File: src/design/pot_pkg.sv
// Package for the dual wiper nonvolatile copy controller.
// Assumes a single 200 MHz system clock and synchronous pin inputs.
package pot_pkg;
    localparam int WiperBits = 8;
    localparam logic [7:0] MidscaleCode = 8'h80;
    localparam int ClkPeriodPs = 5000;
    localparam int PowerUpTimeNs = 5000;
    localparam int PowerUpCycles = (PowerUpTimeNs * 1000) / ClkPeriodPs;
    localparam int ShortFrameBits = 8;
    localparam int LongFrameBits = 16;
    localparam int CmdHiPos = 13;
    localparam int CmdLoPos = 12;
    localparam int SelBPos = 9;
    localparam int SelAPos = 8;
    localparam logic [1:0] CmdWriteWiper = 2'h0;
    localparam logic [1:0] CmdWriteNv = 2'h1;
    localparam logic [1:0] CmdCopyToNv = 2'h2;
    localparam logic [1:0] CmdCopyToWiper = 2'h3;

    typedef struct packed {
        logic [1:0] cmdCode;
        logic chanSelB;
        logic chanSelA;
        logic [7:0] wiperValue;
    } frame_s;

    typedef enum logic [2:0] {
        ST_INIT = 3'b001,
        ST_STANDBY = 3'b010,
        ST_SHIFT = 3'b100
    } state_e;
endpackage : pot_pkg

File: src/design/dual_wiper_nv_copy_ctrl.sv
// Serial command execution for a dual wiper potentiometer with nonvolatile backup.
// Assumes csN, sclk and din are synchronous to clk; sclk rising edges are detected.
// Functional notes
// - Copy wiper into selected nonvolatile registers.
// - Code 11 reloads selected wipers from nonvolatile.
// - Nonvolatile registers start at midscale.
// - Power-up recall within 5us before commands.
// - Standby whenever recall is done and no transaction is active.
// - Frame bits shifted MSB first on rising sclk.
// - Copy commands accept 8 or 16 clocks.
// - Execute frame on chip-select rising edge.
// - Decode write wiper, write nv, both copies.
`timescale 1ns/100ps
module dual_wiper_nv_copy_ctrl #(
    parameter int PowerUpCount = pot_pkg::PowerUpCycles
) (
    // System.
    input wire logic clk,
    input wire logic rst_n,
    // Serial pins.
    input wire logic csN,
    input wire logic sclk,
    input wire logic din,
    // Wiper positions and status.
    output logic [7:0] wiperA,
    output logic [7:0] wiperB,
    output logic [7:0] nvA,
    output logic [7:0] nvB,
    output logic standby,
    output logic initDone
);
    localparam int Channels = 2;
    localparam int CountBits = 13;
    localparam int BitCntBits = 5;
    localparam int ShortCmdHi = pot_pkg::CmdHiPos - pot_pkg::ShortFrameBits;
    localparam int ShortCmdLo = pot_pkg::CmdLoPos - pot_pkg::ShortFrameBits;
    localparam int ShortSelB = pot_pkg::SelBPos - pot_pkg::ShortFrameBits;
    localparam int ShortSelA = pot_pkg::SelAPos - pot_pkg::ShortFrameBits;

    // A recall time of zero, or one beyond the power-up budget, cannot be served.
    if (PowerUpCount < 1 || PowerUpCount > pot_pkg::PowerUpCycles) begin : g_bad_count
        $error("PowerUpCount out of range");
    end

    // The recall counter must hold the whole count.
    if (PowerUpCount >= (1 << CountBits)) begin : g_bad_width
        $error("PowerUpCount too wide for the recall counter");
    end

    // Edge detection and sequencing.
    logic sclkPrev_q;
    logic csPrev_q;
    logic sclkRise;
    logic csRise;
    pot_pkg::state_e state_q;
    logic [CountBits-1:0] initCnt_q;
    logic initLast;

    // Frame capture.
    logic [pot_pkg::LongFrameBits-1:0] shift_q;
    logic [BitCntBits-1:0] bitCnt_q;
    logic longFrame;
    logic shortFrame;
    logic execute;
    pot_pkg::frame_s frame;

    // Command decode, one strobe per action.
    logic doWriteWiper;
    logic doWriteNv;
    logic doCopyToNv;
    logic doCopyToWiper;
    logic [Channels-1:0] chanSel;

    // Per-channel values, channel A at index 0.
    logic [Channels-1:0][pot_pkg::WiperBits-1:0] wiperAll;
    logic [Channels-1:0][pot_pkg::WiperBits-1:0] nvAll;

    // The serial clock idles low, so no false edge follows reset.
    always_ff @(posedge clk or negedge rst_n) begin
        if (!rst_n) begin
            sclkPrev_q <= 1'b0;
        end else begin
            sclkPrev_q <= sclk;
        end
    end

    // Chip-select idles high, so its rising edge marks the end of a frame.
    always_ff @(posedge clk or negedge rst_n) begin
        if (!rst_n) begin
            csPrev_q <= 1'b1;
        end else begin
            csPrev_q <= csN;
        end
    end

    assign sclkRise = sclk && !sclkPrev_q;
    assign csRise = csN && !csPrev_q;

    // The recall counter stops on its last count, so a chip-select held low
    // at the end of recall only delays the exit and never wraps the count.
    assign initLast = initCnt_q == CountBits'(PowerUpCount - 1);

    always_ff @(posedge clk or negedge rst_n) begin
        if (!rst_n) begin
            initCnt_q <= '0;
        end else if (state_q == pot_pkg::ST_INIT && !initLast) begin
            initCnt_q <= initCnt_q + CountBits'(1);
        end
    end

    // Power-up recall, then standby until chip-select falls.
    always_ff @(posedge clk or negedge rst_n) begin
        if (!rst_n) begin
            state_q <= pot_pkg::ST_INIT;
        end else begin
            case (state_q)
                pot_pkg::ST_INIT: begin
                    // Recall is left only between frames, so no half frame is taken.
                    if (initLast && csN) begin
                        state_q <= pot_pkg::ST_STANDBY;
                    end
                end
                pot_pkg::ST_STANDBY: begin
                    if (!csN) begin
                        state_q <= pot_pkg::ST_SHIFT;
                    end
                end
                pot_pkg::ST_SHIFT: begin
                    if (csN) begin
                        state_q <= pot_pkg::ST_STANDBY;
                    end
                end
                default: begin
                    state_q <= pot_pkg::ST_INIT;
                end
            endcase
        end
    end

    always_ff @(posedge clk or negedge rst_n) begin
        if (!rst_n) begin
            shift_q <= '0;
        end else if (state_q != pot_pkg::ST_SHIFT) begin
            shift_q <= '0;
        end else if (sclkRise && !csN) begin
            shift_q <= {shift_q[pot_pkg::LongFrameBits-2:0], din};
        end
    end

    // The bit count saturates, so an overlong frame never passes for a legal one.
    always_ff @(posedge clk or negedge rst_n) begin
        if (!rst_n) begin
            bitCnt_q <= '0;
        end else if (state_q != pot_pkg::ST_SHIFT) begin
            bitCnt_q <= '0;
        end else if (sclkRise && !csN && bitCnt_q != '1) begin
            bitCnt_q <= bitCnt_q + BitCntBits'(1);
        end
    end

    assign longFrame = bitCnt_q == BitCntBits'(pot_pkg::LongFrameBits);
    assign shortFrame = bitCnt_q == BitCntBits'(pot_pkg::ShortFrameBits);
    assign execute = csRise && state_q == pot_pkg::ST_SHIFT;

    // Short frames sit in the low byte; long frames span all sixteen bits.
    always_comb begin
        frame = '0;
        if (longFrame) begin
            frame.cmdCode = shift_q[pot_pkg::CmdHiPos:pot_pkg::CmdLoPos];
            frame.chanSelB = shift_q[pot_pkg::SelBPos];
            frame.chanSelA = shift_q[pot_pkg::SelAPos];
            frame.wiperValue = shift_q[pot_pkg::WiperBits-1:0];
        end else if (shortFrame) begin
            frame.cmdCode = shift_q[ShortCmdHi:ShortCmdLo];
            frame.chanSelB = shift_q[ShortSelB];
            frame.chanSelA = shift_q[ShortSelA];
        end
    end

    // Writes carry data and so need the long frame; copies take either length.
    always_comb begin
        doWriteWiper = 1'b0;
        doWriteNv = 1'b0;
        doCopyToNv = 1'b0;
        doCopyToWiper = 1'b0;
        if (execute) begin
            if (frame.cmdCode == pot_pkg::CmdWriteWiper) begin
                doWriteWiper = longFrame;
            end else if (frame.cmdCode == pot_pkg::CmdWriteNv) begin
                doWriteNv = longFrame;
            end else if (frame.cmdCode == pot_pkg::CmdCopyToNv) begin
                doCopyToNv = longFrame || shortFrame;
            end else if (frame.cmdCode == pot_pkg::CmdCopyToWiper) begin
                doCopyToWiper = longFrame || shortFrame;
            end
        end
    end

    assign chanSel = {frame.chanSelB, frame.chanSelA};

    for (genvar ch = 0; ch < Channels; ch++) begin : g_chan
        logic [pot_pkg::WiperBits-1:0] wiper_q;
        logic [pot_pkg::WiperBits-1:0] nv_q;

        // The wiper follows its backup during recall, then writes and reloads.
        always_ff @(posedge clk or negedge rst_n) begin
            if (!rst_n) begin
                wiper_q <= pot_pkg::MidscaleCode;
            end else if (state_q == pot_pkg::ST_INIT) begin
                wiper_q <= nv_q;
            end else if (doWriteWiper && chanSel[ch]) begin
                wiper_q <= frame.wiperValue;
            end else if (doCopyToWiper && chanSel[ch]) begin
                wiper_q <= nv_q;
            end
        end

        // Reset stands in for the factory midscale contents of the backup.
        always_ff @(posedge clk or negedge rst_n) begin
            if (!rst_n) begin
                nv_q <= pot_pkg::MidscaleCode;
            end else if (doWriteNv && chanSel[ch]) begin
                nv_q <= frame.wiperValue;
            end else if (doCopyToNv && chanSel[ch]) begin
                nv_q <= wiper_q;
            end
        end

        assign wiperAll[ch] = wiper_q;
        assign nvAll[ch] = nv_q;
    end

    assign wiperA = wiperAll[0];
    assign wiperB = wiperAll[1];
    assign nvA = nvAll[0];
    assign nvB = nvAll[1];
    assign standby = state_q == pot_pkg::ST_STANDBY;
    assign initDone = state_q != pot_pkg::ST_INIT;
endmodule : dual_wiper_nv_copy_ctrl

File: config.mk
export PLATFORM = sky130hd
export DESIGN_NAME = dual_wiper_nv_copy_ctrl
export DESIGN_NICKNAME = d
export VERILOG_FILES = /design/src/design/pot_pkg.sv /design/src/design/dual_wiper_nv_copy_ctrl.sv
export SDC_FILE = /design/constraint.sdc
export NUM_CORES = 1
export LEC_CHECK = 0
export BUFFER_PORTS_ARGS = -buffer_cell sky130_fd_sc_hd__buf_2
export CAP_MARGIN = 20
export CORE_MARGIN = 1.5
export CORE_UTILIZATION = 43
export DETAILED_ROUTE_END_ITERATION = 10
export GPL_TIMING_DRIVEN = 0
export PLACE_DENSITY_LB_ADDON = 0.3
export RECOVER_POWER = 50
export SYNTH_ARGS = -nofsm -noshare
export SYNTH_HDL_FRONTEND = slang
export SYNTH_SLANG_ARGS = --single-unit
File: constraint.sdc
create_clock -name clk -period 6.3 [get_ports clk]
set_input_delay 0.63 -clock clk [delete_from_list [all_inputs] [get_ports clk]]
set_output_delay 0.63 -clock clk [all_outputs]
set_load 0.02 [all_outputs]
Word level (Yosys, flattened, before mapping):

Index checks and enable logic that the tools add are counted.

* register bits after elaboration: 69
* input bits: 5
* output and inout bits: 34
* logic and storage cells: 90

* $add $sub $neg: 2
* equal/unequal tests: 15
* muxes and demuxes: 35
* reduce and logical (&&, ||, !) cells: 28

Operators by type and width (number)
* 2-to-1 mux 8 bit: 11
* 2-to-1 mux 14 bit: 2
* logical AND 1 bit: 15
* 2-to-1 mux 1 bit: 14
* adder 13 x 1 -> 13 bit (second input constant): 1
* equality test 13 x 10 -> 1 bit (second input constant): 1
* 2-to-1 mux 5 bit: 2
* 2-to-1 mux 3 bit: 3
* case mux 3 bit (3 select lines): 1
* 2-to-1 mux 4 bit: 2
* nonzero test 2 bit: 4
* nonzero test 3 bit: 2
* adder 5 x 1 -> 5 bit (second input constant): 1
* equality test 5 x 4 -> 1 bit (second input constant): 1
* equality test 5 bit (second input constant): 1
* != test 5 bit (second input constant): 1
* equality test 2 bit (second input constant): 2
* logical NOT 1 bit: 4
* != test 2 bit (second input constant): 2
* equality test 3 x 1 -> 1 bit (second input constant): 1
* equality test 3 x 2 -> 1 bit (second input constant): 1
* equality test 3 bit (second input constant): 1
* != test 3 x 1 -> 1 bit (second input constant): 1
* != test 3 bit (second input constant): 1
* other kinds (5): 5

Longest topological paths before layout:

Gate-level depths: netlist of the first run.

* depth in word-level cells: 13
* gate-level depth with buffers: 9
* gate-level depth less buffers: 7

Worst setup path before layout of the first run:

No wires, ideal clock.

* path kind: flip-flop to flip-flop
* start point: reg bitCnt_q[0]
* end point: reg g_chan[1].nv_q, in the netlist nvB[1]
* library setup time: 125 ps
* arrival time: 2325 ps
* required time: 6175 ps
* slack: 3851 ps
* stages on the path, launching flop included: 9
* path buffers: 1
* clock period less this slack: 2449 ps
* cells stage by stage: dfrtp_1 > inv_1 > ha_1 > nand2b_1 > clkbuf_1 > a21oi_1 > nand2_1 > o32ai_1 > mux2_2

* word-level cells in the longest chain between the ends: 10
* elaborated cells on any way between the ends: 20
* classes of those cells: 4 x eq/ne; 11 x mux; 5 x reduce/logical

RTL lines
* start: declaration: RTL line dual_wiper_nv_copy_ctrl.sv:61 `logic [BitCntBits-1:0] bitCnt_q;`
* start signal: assignment: RTL line dual_wiper_nv_copy_ctrl.sv:157 `bitCnt_q <= bitCnt_q + BitCntBits'(1);`
* equality test 5 x 4 -> 1 bit: RTL line dual_wiper_nv_copy_ctrl.sv:162 `assign shortFrame = bitCnt_q == BitCntBits'(pot_pkg::ShortFrameBits);`
* 2-to-1 mux 4 bit: RTL line dual_wiper_nv_copy_ctrl.sv:173 `end else if (shortFrame) begin`
* 2-to-1 mux 4 bit: RTL line dual_wiper_nv_copy_ctrl.sv:168 `if (longFrame) begin`
* equality test 2 bit: RTL line dual_wiper_nv_copy_ctrl.sv:191 `end else if (frame.cmdCode == pot_pkg::CmdCopyToNv) begin`
* 2-to-1 mux 1 bit: RTL line dual_wiper_nv_copy_ctrl.sv:191
* 2-to-1 mux 1 bit: RTL line dual_wiper_nv_copy_ctrl.sv:189 `end else if (frame.cmdCode == pot_pkg::CmdWriteNv) begin`
* 2-to-1 mux 1 bit: RTL line dual_wiper_nv_copy_ctrl.sv:187 `if (frame.cmdCode == pot_pkg::CmdWriteWiper) begin`
* 2-to-1 mux 1 bit: RTL line dual_wiper_nv_copy_ctrl.sv:186 `if (execute) begin`
* logical AND 1 bit: RTL line dual_wiper_nv_copy_ctrl.sv:224 `end else if (doCopyToNv && chanSel[ch]) begin`
* nonzero test 2 bit (no line)
* end signal: assignment: RTL line dual_wiper_nv_copy_ctrl.sv:221 `nv_q <= pot_pkg::MidscaleCode;`
* end signal: assignment: RTL line dual_wiper_nv_copy_ctrl.sv:223 `nv_q <= frame.wiperValue;`
* end signal: assignment: RTL line dual_wiper_nv_copy_ctrl.sv:225 `nv_q <= wiper_q;`
* end: declaration: RTL line dual_wiper_nv_copy_ctrl.sv:203 `logic [pot_pkg::WiperBits-1:0] nv_q;`

Several ways; a longest one is shown, not always the timed one.
A chain may end at the register's enable or synchronous reset.

==> results.txt, run 1 <==
- The run finished, with violations left.
* Violations in the final reports: max-capacitance violations, max-slew violations
- Global routing finished with a remaining overflow of 0.
* Via Count: 2611
* Worst EP required: around 6 ns
* Number of optimization iterations in the first detailed-route pass: 4
* Global routing's busiest layer: met2
- Leakage: about 0.0019 uW
- Counting flops and latches in the post-synthesis netlist gives 69.
- After detailed routing, the average wire length per cell comes to between 15 and 20 microns.
* Cell chain of the critical path: clkbuf_1
* Share of flip-flops with an asynchronous set or reset: 100.0%
- Setup Slack @ Placement: roughly 3.2 ns
- The mapped netlist covers 3467 sq um.
* Prevailing post-synth register cell: sky130_fd_sc_hd__dfrtp_1
- The worst register-to-register path has a depth of 6.
* Switching Power: between 200 and 300 uW
* Share of power burned in registers: between 50% and 60%
* Element type at the critical path start: input pin
- P_int: 711.6 uW
- Derived from the worst setup path, the maximum achievable clock frequency is roughly 0.28 GHz.
- 0 antenna diodes ended up in the layout.
- Count of endpoints failing hold in the final timing report: 0
* Max cap viols: 1
* Floorplan die height: 92.80 microns
- The worst hold path belongs to the class input pin to flip-flop.
- The first global-routing pass estimated between 10000 and 15000 microns of wire.
- Clock Tree Root: sky130_fd_sc_hd__clkbuf_8
* Cts repair resizes: 0
- After the last flow step, the layout net total stands at 400.
- Reg2reg end: nvA[2]$_DFFE_PN0P_
- Count of nets left with antenna violations after detail routing: 0
- The path with the worst hold slack has its endpoint at sclkPrev_q$_DFF_PN0_.
* Number of ports placed on the die boundary: 39
- Setup repair after global routing left no endpoint under its margin.
* Worst hold path stage count: 1
- Via count normalized by instance count: roughly 5.2
- The final layout contains routed wiring with a total length of ~7600 microns.
- A synthesized cell averages between 10 and 15 sq um.
- Post-CTS Setup Inserts: 0
- The synthesized design contains 0 enable-type register cells.
- Transition at the pin with the smallest max-transition slack: approximately 3.7 ns
* WP buf/inv: 1
* Commonest cells in the netlist: 63 x sky130_fd_sc_hd__dfrtp_1, 62 x sky130_fd_sc_hd__nand2_1, 25 x sky130_fd_sc_hd__mux2i_1
- Of all cell types, the one taking the most synthesized area is sky130_fd_sc_hd__dfrtp_1.
- Number of endpoints failing setup at the final stage: 0
* Overall die area: about 8600 sq um
- After clock tree synthesis, the clock-pin slew on the worst setup and hold paths is roughly 0.070 ns.
- During synthesis, Yosys emitted a total of 0 warnings.
* Via count of the first global-routing pass: 2515
- For met1 alone, demand over resource in global routing was between 20% and 30%.
* Met2 demand-to-capacity share in global routing: about 29%
- Family of cells with the greatest summed delay on the critical path: buffers and inverters
- Combinational logic is responsible for between 10% and 20% of the overall power.
* Clk_lat worst skew: between 0.3 and 0.4 ns
* Worst path slowest cell: sky130_fd_sc_hd__clkbuf_1
- After synthesis, flip-flops and latches occupy between 50% and 60% of the total area.
* Clock Skew: roughly 0.016 ns
- Largest vdd supply drop: 0.00008831 V
- Entering global routing, the biggest net connects 70 pins.
- Number of clock sinks: between 60 and 70
- Total design power: approximately 980 uW
* Count of different cell masters after synthesis: 44
* Placed cell areas: between 3000 and 4000 sq um
- RePlAce Congestion: roughly 0.84
* Inserted Clock Buffers: 9
- Layout cells sized above 1: ~16%
- Worst hold path startpoint: sclk
* Clock power frac: a little under two fifths
- Util after Layout: between 50% and 60%
- In the final timing run, aggregate negative setup slack is 0 ns.
- The H-tree was split into 3 levels.
- TritonCTS built the clock tree.
- Port Buffer Count: 38
* Crit-path max FO: slightly below 70
- The routed design could run at a clock period as short as ~3.6 ns.
- STA puts the critical path data arrival time at between 3 and 4 ns.
* Number of antenna violations at the first check in global routing: 0
* DP Wirelength: roughly 5200 microns
* Final worst path period share: a little under three fifths
* Deepest clock path buffer count: 2
- Hold Buf Count CTS: 0
- In this run the biggest area consumer among cell types represents between 40% and 50% of the synthesized area.
* Slowest Stage Delay on Critical Path: around 2.6 ns
- Worst slew margin relative to its limit: -145.2%
- Synth Instances: between 300 and 400
* All-Layer GR Usage: 19.14%
- The worst register-to-register path has a setup slack of 3.57 ns.
- Crit Path Class: input pin to async pin
* Final instance area: 3980 sq um
- Width of the die: about 93 microns
* Core area: ~8000 sq um
* Iteration-0 DRC count of the detailed router: approximately 170
- Most numerous cell in the Yosys netlist: sky130_fd_sc_hd__dfrtp_1
* Residual DRC count: 0
- The floorplan has 32 rows.
- Net Count, Synth: ~350
* Initial Util: between 40% and 50%
- In this run the critical register-to-register path is launched from state_q[1]$_DFFE_PN0P_.
- Net switching is between 20% and 30% of the power.
- STA classifies the critical path endpoint as an async pin.
- Max Slew Vio Count: 70
* Signed area change from the synthesized netlist to the final layout: 14.80%
* Final worst setup slack: about 2.7 ns
* M3 GR Usage: about 3.0%
* Total power divided by cell area: 246.6 nW/um^2
* Synth area leaders: sky130_fd_sc_hd__dfrtp_1 45%, sky130_fd_sc_hd__mux2i_1 7.2%, sky130_fd_sc_hd__nand2_1 6.7%
[sequential cells by signal, indices dropped and copies added, names as in the netlist]
name        cells
wiperB          8
state_q         3
bitCnt_q        5
sclkPrev_q      1
initCnt_q      13
nvA             8
nvB             8
csPrev_q        1
wiperA          8
shift_q        14
[logic make-up (layout without fill, tap and decap cells)]
logic type      count (synthesis)  count (layout)  synth area share (%)
compound gates                 58              58                 11.37
xor+xnor                       17              17                 4.294
fa+ha+maj                       4               4                 1.444
buf+inv                        29              85                 3.392
flops                          69              69                 50.02
mux                            37              37                 11.12
simple gates                  126             126                 18.37
[worst register-to-register path, stage by stage (launching register included)]
cell and delay (ns):
sky130_fd_sc_hd__dfrtp_1 0.44, sky130_fd_sc_hd__or3b_1 0.44, sky130_fd_sc_hd__a2111oi_1 0.76, sky130_fd_sc_hd__o21ai_1 0.41
sky130_fd_sc_hd__clkbuf_1 0.34, sky130_fd_sc_hd__nand2_1 0.12, sky130_fd_sc_hd__o21ai_0 0.08
[how the worst max path moves through the flow]
| stage | start | slack, ns | cells past startpoint | end |
|---|---|---|---|---|
| floorplan | bitCnt_q[0]$_DFFE_PN0P_ | 3.85 | 8 | nvB[1]$_DFFE_PN0P_ |
| global placement | bitCnt_q[0]$_DFFE_PN0P_ | 3.28 | 8 | nvB[1]$_DFFE_PN0P_ |
| detailed placement | bitCnt_q[0]$_DFFE_PN0P_ | 3.25 | 8 | nvB[5]$_DFFE_PN0P_ |
| CTS | bitCnt_q[0]$_DFFE_PN0P_ | 3.20 | 8 | nvB[1]$_DFFE_PN0P_ |
| global route | rst_n | 1.90 | 1 | shift_q[7]$_DFFE_PN0P_ |
| finish | rst_n | 2.69 | 1 | shift_q[6]$_DFFE_PN0P_ |
[cells in the final DEF (no fill, tap or decap), drive strengths merged, types with 2 or more instances in the layout]
master	instances
nor4	2
o41ai	2
nand4	4
ha	4
nand2b	5
a2111oi	3
and3	2
clkinv	2
clkbuf	33
or3b	2
o21ai	13
mux2i	25
nand3	9
and2	9
o221ai	8
a21oi	23
xor2	6
inv	17
a21o	3
a221o	3
nor2	10
nand2	62
and3b	2
nor3b	2
buf	29
xnor2	11
dfstp	6
mux2	12
clkinvlp	3
nor3	4
dfrtp	63
nand3b	9
[stage by stage]
step / instances / hold WS [ns]
after floorplan: 340 / 0.3344
after global placement: 480 / 0.4621
after detailed placement: 480 / 0.4654
after CTS: 496 / 0.4084
after global routing: 498 / 0.4366
final: 498 / 0.4280
[routing by layer]
| layer | vias to the layer above | part of all wire [%] |
|---|---|---|
| li1 | 1291 | - |
| met1 | 1244 | 50 |
| met2 | 69 | 44 |
| met3 | 7 | 4.6 |
| met4 | 0 | 1.2 |
| met5 | - | 0 |
[layout make-up]
type	count	area (sq um)
fill	737	3787
sequential	69	1734
tap	102	127.6
clock buffer	10	137.6
multi-input combinational	242	1615
inverter	17	63.81
buffer	12	53.80
clock inverter	6	62.56
timing repair buffer	40	185.2
[power by group through the flow]
stage | clock network (uW) | registers, uW | logic (uW)
2_1_floorplan | 0 | 503 | 83.1
3_3_place_gp | 0 | 508 | 110
3_5_place_dp | 0 | 509 | 114
4_1_cts | 373 | 501 | 114
5_1_grt | 390 | 505 | 126
6_report | 367 | 502 | 113
No activity file was read; power rests on OpenSTA's default activity.
==> run 2: changes to the inputs <==
--- a/config.mk
+++ b/config.mk
@@ -5,6 +5,7 @@
 export SDC_FILE = /design/constraint.sdc
 export NUM_CORES = 1
 export LEC_CHECK = 0
+export ABC_AREA = 1
 export BUFFER_PORTS_ARGS = -buffer_cell sky130_fd_sc_hd__buf_2
 export CAP_MARGIN = 20
 export CORE_MARGIN = 1.5
==> constraint.sdc (replaced) <==
create_clock -name clk -period 3.6 [get_ports clk]
set_input_delay 0.36 -clock clk [delete_from_list [all_inputs] [get_ports clk]]
set_output_delay 0.36 -clock clk [all_outputs]
set_load 0.02 [all_outputs]
==> run 2 against run 1 <==
  * The run still ends with max-capacitance violations, max-slew violations left
  * Combinational power rose to 3.7 times the previous value
  * Non-clock buffer count decreased by 5
  * Clock-buffer cell count decreased by 1
  * Register-to-register slack got worse by 2.2 ns
  * First-iteration DRC count increased by 27%
  * Largest cell class unchanged
  * Largest power group unchanged
==> results.txt, run 2 <==
- Measured against its own limit, the worst slew margin works out to -13.88%.
- Via count normalized by instance count: between 5 and 6
- The floorplan step defined a core boundary enclosing about 8300 sq um.
- Leakage: between 0.002 and 0.0025 uW
- The initial antenna violation count was 0.
- Ranked by total cell area, the synthesized netlist is headed by sky130_fd_sc_hd__dfrtp_1 43%, sky130_fd_sc_hd__nand2_1 16%, sky130_fd_sc_hd__inv_1 8.3%.
- Count of yosys warnings during synthesis: 0
* Clock power frac: about two fifths
- Violations in the final reports: max-capacitance violations, max-slew violations
- Yosys mapped a number of flops with a built-in enable equal to 0.
- Clock slew at the register clock pins of the worst setup and hold paths: roughly 0.080 ns
- Total power divided by cell area: 499.4 nW/um^2
- Data on the critical path arrives at its endpoint at ~2.4 ns.
- The first global-routing pass estimated 14070 microns of wire.
* Fmax: between 0.3 and 0.4 GHz
- Yosys top cell area share: ~43%
* Max cap viols: 1
- The worst path meets setup with ~0.81 ns of slack.
- Clock tree from TritonCTS: built
- 39 I/O pins were placed.
- From left edge to right edge, the die measures 95.54 microns.
- Fill cells in the final layout number 802.
- The library cells used most frequently in the layout, excluding fill and tap cells, are 157 x sky130_fd_sc_hd__nand2_1, 81 x sky130_fd_sc_hd__inv_1, 63 x sky130_fd_sc_hd__dfrtp_1.
* Cts repair resizes: 0
- Number of endpoints failing setup at the final stage: 0
- Sequential cell area fraction in the yosys report: a little under half
- Final instance area: ~4200 sq um
- Count of endpoints failing hold in the final timing report: 0
- The congestion estimate from routability-driven global placement came to approximately 0.90.
- Setup Slack @ Placement: roughly 1.1 ns
* P_int: 1455 uW
* Register bank with the most flops: shift_q
* Worst EP required: 3.24 ns
- Crit Path Class: flip-flop to primary output
- Most common cell after layout, fill and taps aside: sky130_fd_sc_hd__nand2_1
- Area of the mapped netlist: approximately 3700 sq um
- The largest individual stage delay along the critical path comes from the cell sky130_fd_sc_hd__dfstp_2.
- 0 antenna diodes ended up in the layout.
* Multi-input combinational cell area: around 1600 sq um
- Yosys top cell by area: sky130_fd_sc_hd__dfrtp_1
- Most numerous cell in the Yosys netlist: sky130_fd_sc_hd__nand2_1
- Biggest registers after layout: shift_q x14, initCnt_q x13
* Run status: complete, but fails checks
- The detailed router placed around 3.3k vias in this run.
* Net Count, Synth: around 500
- By count the netlist is led by 157 x sky130_fd_sc_hd__nand2_1, 81 x sky130_fd_sc_hd__inv_1, 63 x sky130_fd_sc_hd__dfrtp_1.
- The cell sitting at the root of the clock tree is a sky130_fd_sc_hd__clkbuf_8.
* Sw Ratio: 31.37%
- Crit. End Element: primary output
* Combinational share of power: 19.6%
- Register bit total from synthesis: between 60 and 70
- Of the available clock period, the critical path in the final layout requires between 70 and 80%.
* Net count reported at finish: approximately 550
- Setup Total Neg Slack: 0 ns
- DR WL/cell: 13.01 microns
* Pin count of the biggest net entering global routing: 70
* Element type at the critical path start: flip-flop
- Cells with a size suffix above 1 make up 11.44% of the layout.
* Routed Wire Length: 8417 microns
- Transition at the pin with the smallest max-transition slack: about 1.7 ns
- The count of nets left with antenna violations once routing finished came out at 0.
* Slowest Stage Delay on Critical Path: between 0.5 and 0.6 ns
* Count of different cell masters after synthesis: 24
- Via count of the first global-routing pass: between 3k and 4k
- Deepest clock path buffer count: 2
* Cell chain of the critical path: inv_1 -> nor3_1 -> clkinv_1 -> clkbuf_1 -> buf_2
- DP Wirelength: between 6000 and 7000 microns
- Final worst path period need: about 2.8 ns
- Synth Instances: between 400 and 500
- Crit-path max FO: 10
- Clk_lat worst skew: 0.35 ns
* Iteration-0 DRC count of the detailed router: approximately 220
* Overall die area: about 9100 sq um
* Classification of the worst-slack hold path: input pin to flip-flop
- Hold Buf Count CTS: 0
- Registers are responsible for around two fifths of the overall power.
- In this run the post-CTS setup repair buffer count came out at 0.
- Across every metal layer, demand over resource in global routing totals roughly a fifth.
* Floorplan die height: 95.54 microns
- Share of flip-flops with an asynchronous set or reset: between 90% and 100%
- The register with the most flip-flops in the layout has 14 of them.
- Setup repair after global routing left no endpoint under its margin.
- For the final database, setup skew stands at 0.009984 ns.
* Mean instance size in the synthesized netlist: 7.546 sq um
* Port Buffer Count: 38
- Placed cell areas: approximately 4000 sq um
* Largest vdd supply drop: ~0.00036 V
* Signed area change from the synthesized netlist to the final layout: 15.26%
* Residual DRC count: 0
- Inserted Clock Buffers: 9
* Prevailing post-synth register cell: sky130_fd_sc_hd__dfrtp_1
* Number of optimization iterations in the first detailed-route pass: 5
* Number of clock sinks: just under 70
- H-Tree Level Count: 3
- Sequential Area: 1734 sq um
- The total overflow left after global routing is 0.
* Max Slew Vio Count: 70
* Initial Util: between 40% and 50%
- The floorplan has 33 rows.
- For this design the total switching power over the nets is ~660 uW.
-- run 2: cell count changes after synthesis, sizes merged, moves of 8 or more --
cell and delta:
o221ai -8, inv +65, nand2 +98, nand3b -9, nand3 +52, mux2i -25
xnor2 -8, mux2 -12, a21oi -19, and2 -9, nor2 +22, nand4 +14
o22ai +13
-- run 2: power groups by stage --
| stage | clock network [uW] | registers, uW | logic, uW |
|---|---|---|---|
| after floorplan | 0 | 877 | 292 |
| after global placement | 0 | 886 | 409 |
| after detailed placement | 0 | 887 | 421 |
| after CTS | 846 | 872 | 423 |
| after global routing | 874 | 880 | 484 |
| final | 831 | 873 | 416 |
-- run 2: kinds of logic (layout without fill, tap and decap cells) --
family / after synthesis / count (layout) / synth area share [%]
compound gates: 35 / 35 / 5.981
buf+inv: 92 / 146 / 9.786
flops: 69 / 69 / 47.09
fa+ha+maj: 4 / 4 / 1.359
simple gates: 277 / 277 / 33.16
xor+xnor: 11 / 11 / 2.617
-- run 2: area by class of cell --
cell class              instances  share of cell area [%]
inverters                      83                   7.341
plain buffers                   9                   1.150
clock inverters                 7                   3.243
well taps                     105                   3.096
flip-flops and latches         69                   40.86
repair buffers                 38                   3.980
multi-input cells             327                   37.41
clock buffers                   9                   2.919
-- run 2: critical path: cells and delay by family, from the launching register on --
| kind | cells | cell delay [ns] |
|---|---|---|
| buf+inv | 4 | 1.11 |
| flops | 1 | 0.54 |
| simple gates | 1 | 0.42 |
-- run 2: per-stage QoR --
| step | utilization [%] | hold WS [ns] | cells | total power, uW |
|---|---|---|---|---|
| detailed placement | 48.52 | 0.4750 | 631 | 1308 |
| floorplan | - | 0.06441 | 488 | 1169 |
| finish | 51.39 | 0.1663 | 647 | 2119 |
| global route | 51.39 | 0.1656 | 647 | 2238 |
| CTS | 51.68 | 0.1433 | 647 | 2141 |
| global placement | 48.48 | 0.4678 | 631 | 1295 |
-- run 2: final timing paths --
kind                                    startpoint                       end  slack, ns  cells past startpoint
max                         state_q[0]$_DFFE_PN1P_                  initDone       0.81                      5
min                                            csN        csPrev_q$_DFF_PN1_       0.17                      1
max reg2reg                bitCnt_q[0]$_DFFE_PN0P_        nvA[1]$_DFFE_PN0P_       1.38                     12
min reg2reg                     nvA[7]$_DFFE_PN1P_        nvA[7]$_DFFE_PN1P_       0.48                      2
max in group asynchronous                    rst_n        nvB[3]$_DFFE_PN0P_       2.13                      1
min in group asynchronous                    rst_n  initCnt_q[8]$_DFFE_PN0P_       0.45                      1
-- run 2: layer usage --
metal | routed length, microns | vias up | GRT usage (%)
li1 | - | 1642 | -
met1 | 4084 | 1534 | 27.55
met2 | 3840 | 78 | 31.40
met3 | 357 | 12 | 3.349
met4 | 134 | 0 | 7.230
met5 | 0 | - | 0
